**src/logic/msid_map.vh**
```
`ifndef MSID_MAP_VH
`define MSID_MAP_VH

// Request types on msg_type
`define MSID_TYPE_INTEGER 2'h0
`define MSID_TYPE_REFINE 2'h1

// First request-specific phase of a message
`define MSID_PHASE_BASE 4'h3

// Decoded item kinds on out_kind
`define MSID_KIND_STEPS 3'h0
`define MSID_KIND_REF8 3'h1
`define MSID_KIND_REF16 3'h2
`define MSID_KIND_DIST8 3'h3
`define MSID_KIND_DISTP 3'h4
`define MSID_KIND_SHAPE_MV 3'h5
`define MSID_KIND_REFINE_MV 3'h6

// Search path layout
`define MSID_STEP_V_MSB 7
`define MSID_STEP_V_LSB 4
`define MSID_STEP_H_MSB 3
`define MSID_STEP_H_LSB 0
`define MSID_STEPS_PER_DW 3'h4
`define MSID_PATH2_FIRST 6'h20
`define MSID_PATH2_DWORDS 3'h6

// Shape record dword slots within the distortion phase
`define MSID_REC_DISTP_A 3'h0
`define MSID_REC_DISTP_B 3'h1
`define MSID_REC_DIST8_A 3'h2
`define MSID_REC_DIST8_B 3'h3
`define MSID_REC_REF16 3'h4
`define MSID_REC_MV16 3'h5
`define MSID_REC_REF8 3'h6

// Shape numbering: 0 16x16, 1-2 16x8, 3-4 8x16, 5-8 8x8
`define MSID_SHAPE_16X8_0 6'h01
`define MSID_SHAPE_8X16_0 6'h03
`define MSID_SHAPE_8X8_0 6'h05
`define MSID_SHAPE_8X8_2 6'h07

// Field positions
`define MSID_REF16_MSB 19
`define MSID_REF16_LSB 16
`define MSID_DIST8_BITS 14
`define MSID_DISTP_BITS 15
`define MSID_MV_Y_MSB 31
`define MSID_MV_Y_LSB 16
`define MSID_MV_X_MSB 15
`define MSID_MV_X_LSB 0

// Refinement vector range in quarter samples: -2048.00 .. 2047.75
`define MSID_MV_MIN 16'he000
`define MSID_MV_MAX 16'h1fff

// Input buffer
`define MSID_FIFO_DEPTH 32
`define MSID_FIFO_AW 5

`endif

```
**src/logic/msid_decoder.v**
```verilog
`timescale 1ns/1ps
`include "msid_map.vh"

module msid_fifo #(
  parameter W = 8,
  parameter D = 32,
  parameter AW = 5
) (
  input wire mclk, // Clock
  input wire reset_n, // Async reset, active low
  input wire in_valid, // Write request
  output wire in_ready, // Room available
  input wire [W-1:0] in_data, // Write data
  output wire out_valid, // Data available
  input wire out_ready, // Read request
  output wire [W-1:0] out_data // Head of queue
);
  reg [W-1:0] mem_r [0:D-1];
  reg [AW:0] wr_ptr_r;
  reg [AW:0] rd_ptr_r;
  reg [AW:0] wr_ptr_nxt;
  reg [AW:0] rd_ptr_nxt;
  reg room_r;
  wire push;
  wire pop;

  // Ready comes from a flop so the sender never sees a compare path
  assign in_ready = room_r;
  assign out_valid = (wr_ptr_r != rd_ptr_r);
  assign out_data = mem_r[rd_ptr_r[AW-1:0]];
  assign push = in_valid && in_ready;
  assign pop = out_valid && out_ready;

  // Pointers after this edge
  always @* begin
    wr_ptr_nxt = wr_ptr_r;
    rd_ptr_nxt = rd_ptr_r;
    if (push)
      wr_ptr_nxt = wr_ptr_r + 1'b1;
    if (pop)
      rd_ptr_nxt = rd_ptr_r + 1'b1;
  end

  // Pointers and room flag; extra pointer bit tells full from empty
  always @(posedge mclk or negedge reset_n) begin
    if (!reset_n) begin
      wr_ptr_r <= {(AW+1){1'b0}};
      rd_ptr_r <= {(AW+1){1'b0}};
      room_r <= 1'b1;
    end else begin
      wr_ptr_r <= wr_ptr_nxt;
      rd_ptr_r <= rd_ptr_nxt;
      room_r <= (wr_ptr_nxt[AW] == rd_ptr_nxt[AW]) ||
                (wr_ptr_nxt[AW-1:0] != rd_ptr_nxt[AW-1:0]);
    end
  end

  // Storage needs no reset; empty flag guards stale words
  always @(posedge mclk) begin
    if (push)
      mem_r[wr_ptr_r[AW-1:0]] <= in_data;
  end
endmodule // msid_fifo

module msid_decoder (
  input wire mclk, // 100 MHz clock
  input wire reset_n, // Async reset, active low
  input wire msg_valid, // Message dword offered
  output wire msg_ready, // Buffer can take a dword
  input wire [31:0] msg_data, // Message dword
  input wire msg_first, // Dword is phase 0 dword 0 of a message
  input wire [1:0] msg_type, // Request type, sampled with msg_first
  input wire dec_ready, // Consumer can take a decoded item
  output wire out_valid, // One-cycle pulse: decoded item
  output wire [1:0] out_req_type, // Request type of the item
  output wire [2:0] out_kind, // Item kind
  output wire [5:0] out_index, // Step, shape or sub-block number
  output wire out_dir, // 0 first direction, 1 second
  output wire [15:0] out_step_v, // Four vertical moves, lowest step low
  output wire [15:0] out_step_h, // Four horizontal moves, lowest step low
  output wire [31:0] out_ref_idx, // Packed reference indices
  output wire [15:0] out_dist_lo, // Distortion of shape out_index
  output wire [15:0] out_dist_hi, // Distortion of shape out_index+1
  output wire [15:0] out_mv_y, // Vertical vector component
  output wire [15:0] out_mv_x, // Horizontal vector component
  output wire out_mv_in_range // Refinement vector within supported range
);
  localparam FW = 35;

  wire [FW-1:0] buf_out;
  wire buf_valid;
  wire pop;
  wire [31:0] dw;
  wire first;
  wire [1:0] typ_in;

  reg [6:0] dw_cnt_r;
  reg [1:0] typ_r;
  reg [6:0] idx;
  reg [1:0] typ;
  reg [3:0] rel;
  reg [2:0] d;
  reg hit_nxt;
  reg [2:0] kind_nxt;
  reg [5:0] index_nxt;
  reg dir_nxt;
  reg [15:0] step_v_nxt;
  reg [15:0] step_h_nxt;
  reg [31:0] ref_nxt;
  reg [15:0] dist_lo_nxt;
  reg [15:0] dist_hi_nxt;
  reg range_nxt;
  reg out_valid_r;
  reg [1:0] out_req_type_r;
  reg [2:0] out_kind_r;
  reg [5:0] out_index_r;
  reg out_dir_r;
  reg [15:0] out_step_v_r;
  reg [15:0] out_step_h_r;
  reg [31:0] out_ref_idx_r;
  reg [15:0] out_dist_lo_r;
  reg [15:0] out_dist_hi_r;
  reg [15:0] out_mv_y_r;
  reg [15:0] out_mv_x_r;
  reg out_mv_in_range_r;

  // Buffer absorbs bursts; a stalled consumer backs up into msg_ready
  msid_fifo #(
    .W(FW),
    .D(`MSID_FIFO_DEPTH),
    .AW(`MSID_FIFO_AW)
  ) u_buf (
    .mclk(mclk),
    .reset_n(reset_n),
    .in_valid(msg_valid),
    .in_ready(msg_ready),
    .in_data({msg_first, msg_type, msg_data}),
    .out_valid(buf_valid),
    .out_ready(dec_ready),
    .out_data(buf_out)
  );

  assign pop = buf_valid && dec_ready;
  assign first = buf_out[34];
  assign typ_in = buf_out[33:32];
  assign dw = buf_out[31:0];

  // Each output is a plain copy of its flop, no logic after the register
  assign out_valid = out_valid_r;
  assign out_req_type = out_req_type_r;
  assign out_kind = out_kind_r;
  assign out_index = out_index_r;
  assign out_dir = out_dir_r;
  assign out_step_v = out_step_v_r;
  assign out_step_h = out_step_h_r;
  assign out_ref_idx = out_ref_idx_r;
  assign out_dist_lo = out_dist_lo_r;
  assign out_dist_hi = out_dist_hi_r;
  assign out_mv_y = out_mv_y_r;
  assign out_mv_x = out_mv_x_r;
  assign out_mv_in_range = out_mv_in_range_r;

  // Dword position within the current message
  always @(posedge mclk or negedge reset_n) begin
    if (!reset_n) begin
      dw_cnt_r <= 7'h00;
      typ_r <= `MSID_TYPE_INTEGER;
    end else if (pop) begin
      if (first) begin
        dw_cnt_r <= 7'h01;
        typ_r <= typ_in;
      end else if (dw_cnt_r != 7'h7f) begin
        dw_cnt_r <= dw_cnt_r + 7'h01;
      end
    end
  end

  // Field decode of the dword at the head of the buffer
  always @* begin
    idx = first ? 7'h00 : dw_cnt_r;
    typ = first ? typ_in : typ_r;
    rel = idx[6:3] - `MSID_PHASE_BASE;
    d = idx[2:0];
    hit_nxt = 1'b0;
    kind_nxt = `MSID_KIND_STEPS;
    index_nxt = 6'h00;
    dir_nxt = 1'b0;
    // Byte k of the dword is step 4d+k, or 32+4d+k in the second path
    step_v_nxt = {dw[31:28], dw[23:20], dw[15:12], dw[`MSID_STEP_V_MSB:`MSID_STEP_V_LSB]};
    step_h_nxt = {dw[27:24], dw[19:16], dw[11:8], dw[`MSID_STEP_H_MSB:`MSID_STEP_H_LSB]};
    ref_nxt = dw;
    dist_lo_nxt = dw[15:0];
    dist_hi_nxt = dw[31:16];
    // Both components within -8192..8191 quarter samples
    range_nxt = ($signed(dw[31:16]) >= $signed(`MSID_MV_MIN)) &&
                ($signed(dw[31:16]) <= $signed(`MSID_MV_MAX)) &&
                ($signed(dw[15:0]) >= $signed(`MSID_MV_MIN)) &&
                ($signed(dw[15:0]) <= $signed(`MSID_MV_MAX));
    // Phases below the base and past the layout fall to default: no item
    if (idx[6:3] >= `MSID_PHASE_BASE) begin
      case (typ)
        `MSID_TYPE_INTEGER: begin
          case (rel)
            4'h0: begin
              hit_nxt = 1'b1;
              kind_nxt = `MSID_KIND_STEPS;
              index_nxt = {1'b0, d, 2'b00};
            end
            4'h1: begin
              hit_nxt = (d < `MSID_PATH2_DWORDS);
              kind_nxt = `MSID_KIND_STEPS;
              index_nxt = `MSID_PATH2_FIRST + {1'b0, d, 2'b00};
            end
            4'h2, 4'h4: begin
              dir_nxt = rel[2];
              hit_nxt = 1'b1;
              case (d)
                `MSID_REC_DISTP_A: begin
                  kind_nxt = `MSID_KIND_DISTP;
                  index_nxt = `MSID_SHAPE_16X8_0;
                end
                `MSID_REC_DISTP_B: begin
                  kind_nxt = `MSID_KIND_DISTP;
                  index_nxt = `MSID_SHAPE_8X16_0;
                end
                `MSID_REC_DIST8_A: begin
                  kind_nxt = `MSID_KIND_DIST8;
                  index_nxt = `MSID_SHAPE_8X8_0;
                end
                `MSID_REC_DIST8_B: begin
                  kind_nxt = `MSID_KIND_DIST8;
                  index_nxt = `MSID_SHAPE_8X8_2;
                end
                `MSID_REC_REF16: begin
                  kind_nxt = `MSID_KIND_REF16;
                  index_nxt = 6'h00;
                end
                `MSID_REC_MV16: begin
                  kind_nxt = `MSID_KIND_SHAPE_MV;
                  index_nxt = 6'h00;
                end
                `MSID_REC_REF8: begin
                  kind_nxt = `MSID_KIND_REF8;
                  index_nxt = `MSID_SHAPE_16X8_0;
                end
                default: begin
                  hit_nxt = 1'b0;
                end
              endcase
            end
            4'h3, 4'h5: begin
              hit_nxt = 1'b1;
              dir_nxt = (rel == 4'h5);
              kind_nxt = `MSID_KIND_SHAPE_MV;
              index_nxt = {3'b000, d} + 6'h01;
            end
            default: begin
              hit_nxt = 1'b0;
            end
          endcase
        end
        `MSID_TYPE_REFINE: begin
          hit_nxt = (rel < 4'h4);
          kind_nxt = `MSID_KIND_REFINE_MV;
          index_nxt = {2'b00, rel[1:0], d[2:1]};
          dir_nxt = d[0];
        end
        default: begin
          hit_nxt = 1'b0;
        end
      endcase
    end
    // Distortion masks and 16x16 record split
    case (kind_nxt)
      `MSID_KIND_DIST8: begin
        dist_lo_nxt = {2'b00, dw[`MSID_DIST8_BITS-1:0]};
        dist_hi_nxt = {2'b00, dw[16+`MSID_DIST8_BITS-1:16]};
      end
      `MSID_KIND_DISTP: begin
        dist_lo_nxt = {1'b0, dw[`MSID_DISTP_BITS-1:0]};
        dist_hi_nxt = {1'b0, dw[16+`MSID_DISTP_BITS-1:16]};
      end
      `MSID_KIND_REF16: begin
        ref_nxt = {28'h000_0000, dw[`MSID_REF16_MSB:`MSID_REF16_LSB]};
        dist_hi_nxt = 16'h0000;
      end
      default: begin
        dist_hi_nxt = dw[31:16];
      end
    endcase
  end

  // Registered item; fields of a non-item cycle hold their last values
  always @(posedge mclk or negedge reset_n) begin
    if (!reset_n) begin
      out_valid_r <= 1'b0;
      out_req_type_r <= 2'h0;
      out_kind_r <= 3'h0;
      out_index_r <= 6'h00;
      out_dir_r <= 1'b0;
      out_step_v_r <= 16'h0000;
      out_step_h_r <= 16'h0000;
      out_ref_idx_r <= 32'h0000_0000;
      out_dist_lo_r <= 16'h0000;
      out_dist_hi_r <= 16'h0000;
      out_mv_y_r <= 16'h0000;
      out_mv_x_r <= 16'h0000;
      out_mv_in_range_r <= 1'b0;
    end else begin
      out_valid_r <= pop && hit_nxt;
      if (pop && hit_nxt) begin
        out_req_type_r <= typ;
        out_kind_r <= kind_nxt;
        out_index_r <= index_nxt;
        out_dir_r <= dir_nxt;
        out_step_v_r <= step_v_nxt;
        out_step_h_r <= step_h_nxt;
        out_ref_idx_r <= ref_nxt;
        out_dist_lo_r <= dist_lo_nxt;
        out_dist_hi_r <= dist_hi_nxt;
        out_mv_y_r <= dw[`MSID_MV_Y_MSB:`MSID_MV_Y_LSB];
        out_mv_x_r <= dw[`MSID_MV_X_MSB:`MSID_MV_X_LSB];
        out_mv_in_range_r <= range_nxt;
      end
    end
  end
endmodule // msid_decoder

```
**config.mk**
```make
export PLATFORM = sky130hd
export DESIGN_NAME = msid_decoder
export DESIGN_NICKNAME = d
export VERILOG_FILES = /design/src/logic/msid_decoder.v
export VERILOG_INCLUDE_DIRS = /design/src /design/src/logic
export SDC_FILE = /design/constraint.sdc
export NUM_CORES = 1
export LEC_CHECK = 0
export BUFFER_PORTS_ARGS = -buffer_cell sky130_fd_sc_hd__buf_4
export CORE_ASPECT_RATIO = 1.1
export CORE_MARGIN = 3
export CORE_UTILIZATION = 40
export CTS_BUF_LIST = sky130_fd_sc_hd__clkbuf_16
export CTS_CLUSTER_DIAMETER = 150
export DETAILED_ROUTE_END_ITERATION = 7
export SLEW_MARGIN = 30
export SYNTH_ARGS = -nofsm -noshare
export SYNTH_HDL_FRONTEND = slang
export SYNTH_SLANG_ARGS = --single-unit
```
**constraint.sdc**
```tcl
create_clock -name mclk -period 6.7 [get_ports mclk]
set_input_delay 0.335 -clock mclk [delete_from_list [all_inputs] [get_ports mclk]]
set_output_delay 0.335 -clock mclk [all_outputs]
set_load 0.02 [all_outputs]
```
; ---- Yosys cells after proc, flatten, opt, wreduce, memory -nomap -nowiden
; Memories as Yosys holds them, arrays and structs flattened.
; Index checks and enable logic that the tools add are counted.
[word_totals]
ff_bits = 164
ramBits = 1120
in_bits = 39
wordCells = 96
memories = 1
[classes]
add_sub_neg = 6
magnitude_cmp = 7
eq_ne = 19
n_mux = 26
reduce_logical = 19
[memory_table]
columns = name, words, word_bits, rd, rd_ports_with_merged_regs, wr, line
row1 = u_buf.mem_r, 32, 35, 1, 0, 1, msid_decoder.v:18  ; reg [W-1:0] mem_r [0:D-1];
[ops]
columns = op, count
row1 = 16-bit case mux with 3 select lines, 1
row2 = "16-bit by 14-bit greater-or-equal comparator with 1-bit output, second input constant", 2
row3 = "16-bit by 14-bit less-or-equal comparator with 1-bit output, second input constant", 2
row4 = 32-bit two-way mux, 1
row5 = 16-bit case mux with 2 select lines, 1
row6 = 6-bit case mux with 4 select lines, 1
row7 = 7-bit two-way mux, 3
row8 = 6-bit two-way mux, 3
row9 = 3-bit case mux with 5 select lines, 1
row10 = "6-bit by 1-bit adder with 6-bit output, second input constant", 2
row11 = "3-bit by 2-bit == test with 1-bit output, second input constant", 4
row12 = "3-bit == test, second input constant", 4
row13 = 3-bit case mux with 2 select lines, 2
row14 = 3-bit case mux with 4 select lines, 1
row15 = 6-bit case mux with 2 select lines, 1
row16 = 2-bit OR reduction, 5
row17 = "4-bit by 2-bit == test with 1-bit output, second input constant", 2
row18 = "4-bit by 3-bit == test with 1-bit output, second input constant", 2
row19 = "7-bit by 1-bit adder with 7-bit output, second input constant", 1
row20 = "7-bit != test, second input constant", 1
row21 = 7-bit OR reduction, 1
row22 = "6-bit by 5-bit adder with 6-bit output, first input constant", 1
row23 = 1-bit logical AND, 6
row24 = 6-bit != test, 1
row25 = 22 further kinds, 28

; ---- Depth between registers and ports, before layout
; An unclocked memory read counts as a cell.
[logic_depth]
depth_word = 10
depth_mapped = 23
depth_no_buf = 16

; ---- By module
; From an unflattened synthesis, not the netlist that was laid out.
[unflattened]
cells_unflattened = 2435
area_unflattened_um2 = 48555.3
[by_module_without_submodules]
columns = mod, n_inst, cells_per_inst, area_each_um2
row1 = msid_fifo, 1, 1913, 43483.0
row2 = msid_decoder, 1, 522, 5072.4

; ---- Worst setup path before layout
; No wires, ideal clock.
[synth_path]
kind = register -> register
from = register u_buf.room_r, in the netlist u_buf.in_ready
to = memory u_buf.mem_r[23][0] (netlist bit), enable pin
setup_ns = 0.478
arrival_time_ns = 3.809
path_slack_ns = 2.413
path_stages_with_launch = 5
n_path_buf = 1
cell_sequence = dfstp_2 -> and2_1 -> clkbuf_1 -> nand3_1 -> nor3b_1
[synth_between]
elab_chain_cells = 3
[synth_lines]
columns = element, line
row1 = "start, declared", msid_decoder.v:23  ; reg room_r;
row2 = "start signal, assigned", msid_decoder.v:53  ; room_r <= (wr_ptr_nxt[AW] == rd_ptr_nxt[AW]) ||
row3 = 1-bit logical AND, msid_decoder.v:31  ; assign push = in_valid && in_ready;
row4 = 1-bit two-way mux, msid_decoder.v:60  ; if (push)
row5 = 1-bit two-way mux (not written as such), msid_decoder.v:61  ; mem_r[wr_ptr_r[AW-1:0]] <= in_data;
row6 = "end, declared", msid_decoder.v:18
; Every way passes these cells.

; ---- Worst setup path after layout
[layout_path]
from = register u_buf.rd_ptr_r[2]
to = register out_dist_hi_r[4], in the netlist out_dist_hi[4]
[layout_between]
elab_chain_cells = 10
word_cells_on_any_way = 43
cone_classes = 1 x add/sub / 3 x order compare / 16 x eq/ne / 11 x mux / 11 x reduce/logical / 1 x memory
[layout_lines]
columns = element, line
row1 = "start, declared", msid_decoder.v:20  ; reg [AW:0] rd_ptr_r;
row2 = "start signal, assigned", msid_decoder.v:48  ; rd_ptr_r <= {(AW+1){1'b0}};
row3 = "start signal, assigned", msid_decoder.v:52  ; rd_ptr_r <= rd_ptr_nxt;
row4 = memory read 32 x 35 bit, -
row5 = 7-bit two-way mux, msid_decoder.v:180  ; idx = first ? 7'h00 : dw_cnt_r;
row6 = 4-bit by 2-bit subtractor with 4-bit output (no source line) (tied with other cells), -
row7 = 4-bit by 3-bit == test with 1-bit output (tied with other cells), msid_decoder.v:203  ; case (rel)
row8 = 2-bit OR reduction / 3-bit case mux with 5 select lines (equally long branches), "msid_decoder.v:203, msid_decoder.v:217"
row9 = 3-bit case mux with 2 select lines, msid_decoder.v:203
row10 = 3-bit case mux with 2 select lines, msid_decoder.v:201  ; case (typ)
row11 = 3-bit two-way mux, msid_decoder.v:200  ; if (idx[6:3] >= `MSID_PHASE_BASE) begin
row12 = 3-bit by 2-bit == test with 1-bit output / 3-bit == test (equally long branches), msid_decoder.v:274  ; case (kind_nxt)
row13 = 16-bit case mux with 3 select lines, msid_decoder.v:274
row14 = "end signal, assigned", msid_decoder.v:320  ; out_dist_hi_r <= dist_hi_nxt;
row15 = "end, declared", msid_decoder.v:122  ; reg [15:0] out_dist_hi_r;
; Several ways; a longest one is shown, not always the timed one.
; A chain may end at the register's enable or synchronous reset.

==> results by stage <==
Flow run:
- The tool flagged a number of max-cap violations equal to 0.

Placement:
- Input and output buffers added on the ports amount to 181.
- The HPWL after detailed placement is 66200 microns.
- Routability-driven placement finished with a final weighted congestion of 0.827.
- Prior to clock tree synthesis, the placed netlist has a worst setup slack of 1.27 ns.

Yosys:
- The number of storage elements in the synthesis netlist is 1238.
- The number of nets handed over by synthesis was 2419.
- Yosys attributes the largest share of cell area to sky130_fd_sc_hd__edfxtp_1 69%, sky130_fd_sc_hd__mux4_2 13%, sky130_fd_sc_hd__dfrtp_1 6.0%.
- Summing the areas of all compound-gate instances in the mapped netlist gives 3.11% of the synthesized area.
- The count of warnings emitted by yosys is 0.
- In the synthesized netlist, the number of instances is 2365.
- The synthesized-area fraction occupied by and/or/nand/nor cells is 2.48%.
- The sequential fraction of the synthesis area is 75.5%.
- The top cell type by area accounts for 69.4% of the synthesized area.
- The area of the mapped netlist is 48500 sq um.
- The post-synthesis async set-or-reset flop share is 9.53%.
- The dominant cell type by area after synthesis is sky130_fd_sc_hd__edfxtp_1.
- Counting distinct cell types in the post-synthesis netlist gives 68.
- Counting flops with a built-in enable in the synthesized netlist gives 1120.
- After Yosys synthesis, XOR and XNOR cells account for 0.524% of the synthesized area.
- In the synthesized netlist the dominant register cell turns out to be sky130_fd_sc_hd__edfxtp_1.
- A synthesized cell averages 20.5 sq um.
- The post-synthesis share of cell area spent on full adders, half adders and majority gates is 0.408%.
- The dominant combinational cell family by area after synthesis is multiplexers.
- The fraction of synthesized area in multiplexers is 15.7%.

Worst setup path:
- The endpoint required time on the critical path is 7.28 ns.
- The cell with the biggest individual delay on the critical path is sky130_fd_sc_hd__dfrtp_4.
- The cell depth of the worst flop-to-flop path is 16.
- In this run the worst path has a maximum fanout of 30.
- The worst register-to-register path has a setup slack of 1.26 ns.
- The startpoint identified for the worst register-to-register timing path is u_buf.rd_ptr_r[2]$_DFF_PN0_.
- The capturing point of the worst reg2reg path is out_dist_hi[4]$_DFFE_PN0P_.
- The category of the most critical setup path is flop to flop.
- The maximum cell stage delay along the critical path is 0.80 ns.
- At the worst endpoint, the arrival time is 6.02 ns.
- The worst setup path is captured at a flop.
- Walking the worst path, the cells encountered are nor2b_1 > a211oi_1 > nand3_1 > and4_1 > buf_4 > nand2_1 > inv_1 > ha_1 > xnor2_1 > mux2_2 > o21ai_0 > a21o_1 > nand4_2 > nand2_1 > nor2_1 > a21o_1.
- The worst setup path is launched from a flop.

Timing:
- At the pin with the least slew margin, the transition time is 1.01 ns.
- Setup repair after global routing left no endpoint under its margin.
- The clock tree skew after final layout is 0.0223 ns.
- The shortest clock period the worst path allows after layout is 5.44 ns.
- The number of pins with negative max-slew slack in the final report is 0.
- After routing, the total negative slack on setup checks comes to 0 ns.
- Based on the critical path, the design can be clocked at up to 184 MHz.
- The final hold violation count is 0.
- Setup slack closes at 1.26 ns.
- Setup violations remaining at the end of the flow were counted as 0.
- The part of the cycle the worst path needs is 81.2%.
- Measured against its own limit, the worst slew margin works out to 32.2%.

Detailed routing:
- The sum of routed wire length over all layers is 121000 microns.
- Using the TritonRoute via totals, the vias-per-cell ratio works out to 5.58.
- Detailed routing inserted a total of 24023 vias.
- For this run, the detailed router's first-pass iteration total came to 5.
- After detailed routing, the average wire length per cell comes to 28.1 microns.
- After detailed routing, the number of remaining DRC violations is 0.
- The first routing iteration left 2270 violations.
- The number of nets still failing antenna checks after routing is 0.

Global routing:
- After global routing the overflow that remains totals 0.
- The wire length of the first global-routing pass is 176000 microns.
- The initial antenna violation count was 5.
- The number of global-route vias before repair is 24636.
- The maximum number of pins on one net before global-route repair is 120.
- The total routing resource utilization after global routing is 19.4%.

Die:
- The core outline area is 120000 sq um.
- The floorplan die width is 338 microns.
- The height of the die is 371 microns.
- The initial utilization of the core area, before any placement, comes to 40.4%.
- The number of ports placed on the die boundary is 182.
- The floorplan step defined a die boundary enclosing 125000 sq um.
- The floorplan has 133 rows.

Cells and area:
- The area overhead of the layout relative to synthesis is 15.0%.
- Cells fill 46.5% of the core in the end.
- The total number of nets in the final design is 2638.
- The post-route netlist has 28.3% of its cells at a drive strength greater than 1.
- The layout filler cell count is 9811.

Hold path:
- The endpoint of the worst hold-timing path is u_buf.mem_r[19][18]$_DFFE_PP_.
- The tightest min-delay check is of the input port to flop type.
- The worst hold path depth is 1.
- The startpoint of the most critical hold path is msg_data[18].

Clock network:
- Clock-pin slew was measured on the worst setup and hold paths at 0.06 ns.
- The clock insertion delay at the later pin of the skew report is 0.72 ns.
- TritonCTS built the clock tree.
- The number of buffers inserted during clock tree synthesis is 115.
- The clock tree buffer depth is 3.
- The root cell of the clock tree is sky130_fd_sc_hd__clkbuf_16.
- Once the clock tree was built, the resizer swapped 0 gates to a different size.
- The number of clock sinks seen by CTS is 1238.
- The number of levels in the clock H-tree is 3.

Pwr:
- Power spread over the standard cell area amounts to 393 nW/um^2.
- For this design the static power due to leakage is 19.0 nW.
- The design draws 21.9 mW.
- The worst IR drop on VDD is 0.000221 V.

Outcome:
- The run finished with clean final reports.
==> timing repair <==
item | CTS | global route
setup endpoints to repair | 0 | 0
hold buffers | 30 | 0
setup buffers | 0 | 0
endpoints found under the hold margin | 883 | 0
==> stage by stage <==
step | area [sq um] | instances | hold slack, ns
floorplan | 48500 | 2365 | 0.0394
global placement | 51500 | 4050 | 0.299
detailed placement | 51600 | 4055 | 0.308
CTS | 55700 | 4299 | 0.000646
global route | 55800 | 4302 | 0.0330
finish | 55800 | 4305 | 0.0529
==> worst max path at each step <==
stage	startpoint	end	slack (ns)	depth (start not counted)
6_report	u_buf.rd_ptr_r[2]$_DFF_PN0_	out_dist_hi[4]$_DFFE_PN0P_	1.26	16
5_1_grt	u_buf.rd_ptr_r[2]$_DFF_PN0_	out_dist_hi[7]$_DFFE_PN0P_	0.90	16
4_1_cts	u_buf.rd_ptr_r[3]$_DFF_PN0_	out_dist_hi[4]$_DFFE_PN0P_	1.24	16
3_5_place_dp	u_buf.rd_ptr_r[3]$_DFF_PN0_	out_dist_hi[4]$_DFFE_PN0P_	1.27	16
3_3_place_gp	u_buf.rd_ptr_r[3]$_DFF_PN0_	out_ref_idx[24]$_DFFE_PN0P_	1.34	16
2_1_floorplan	u_buf.in_ready$_DFF_PN1_	u_buf.mem_r[23][0]$_DFFE_PP_	2.41	4
==> report_power, final <==
part	switching (mW)	total (mW)	internal, mW
clock network	2.81	6.49	3.68
logic	3.51	6.09	2.58
registers	0.388	9.32	8.93
total	6.70	21.9	15.2
==> layout by cell type, fill, tap and decap left out, drive strengths merged, types with 8 or more instances in the layout <==
master          n
a211oi          8
a21o           23
a21oi          32
a22oi          19
buf           239
bufinv          9
clkbuf        124
clkinv         46
dfrtp         117
dlygate4sd3    30
edfxtp       1120
ha             15
inv            43
mux2           14
mux2i         123
mux4          277
nand2         121
nand3          22
nand4           8
nor2           73
nor2b           9
o21ai          55
o221ai         25
o22ai          14
o31ai          14
xnor2          15
xor2           14
==> critical path, delay by kind of cell, from the launching register on <==
family,cells,cell delay [ns]
multiplexers,1,0.39
AO/OA/AOI/OAI,4,0.81
XOR/XNOR,1,0.26
adder cells (fa/ha/maj),1,0.35
buffers and inverters,2,0.41
flip-flops,1,0.80
AND/OR/NAND/NOR,7,2.26
==> flip-flops by register name, summed over array words and instances, names as in the netlist <==
register / count
out_ref_idx: 32
out_kind: 3
out_dist_hi: 16
out_index: 6
out_step_h: 15
out_valid: 1
out_req_type: 2
u_buf.in_ready: 1
out_dir: 1
u_buf.rd_ptr_r: 6
out_dist_lo: 2
out_step_v: 16
u_buf.wr_ptr_r: 6
dw_cnt_r: 7
out_mv_in_range: 1
out_mv_y: 1
u_buf.mem_r: 1120
typ_r: 2
==> routing by layer <==
metal | vias to the layer above | share of wire, % | track usage (%)
li1 | 10075 | - | -
met4 | 0 | 2.2 | 5.67
met3 | 157 | 6.1 | 2.82
met5 | - | 0 | 0
met1 | 12878 | 41 | 26.3
met2 | 913 | 50 | 32.9
==> cell usage after synthesis (all sizes together) (8+ instances only) <==
cell type	count
nand4	8
o221ai	25
a21o	23
mux4	277
a22oi	19
o31ai	14
buf	138
clkbuf	29
mux2	14
o22ai	14
inv	11
a21oi	32
a211oi	8
edfxtp	1120
nor2b	9
ha	15
xnor2	15
dfrtp	117
nand3	22
o21ai	55
xor2	14
mux2i	123
nor2	73
nand2	121
==> layout make-up <==
cell class | count | area [sq um] | area share [%]
inverter | 12 | 46.3 | 0.0830
multi-input combinational | 948 | 11000 | 19.8
timing repair buffer | 269 | 2260 | 4.06
tap | 1620 | 2030 | 3.63
clock inverter | 90 | 689 | 1.24
sequential | 1238 | 36600 | 65.6
clock buffer | 124 | 3100 | 5.56
antenna | 4 | 10.0 | 0.0179
==> cells by family after synthesis <==
logic type / after synthesis
flip-flops: 1238
buffers and inverters: 179
adder cells (fa/ha/maj): 16
AO/OA/AOI/OAI: 219
XOR/XNOR: 29
multiplexers: 414
AND/OR/NAND/NOR: 270
No activity file was read; power rests on OpenSTA's default activity.
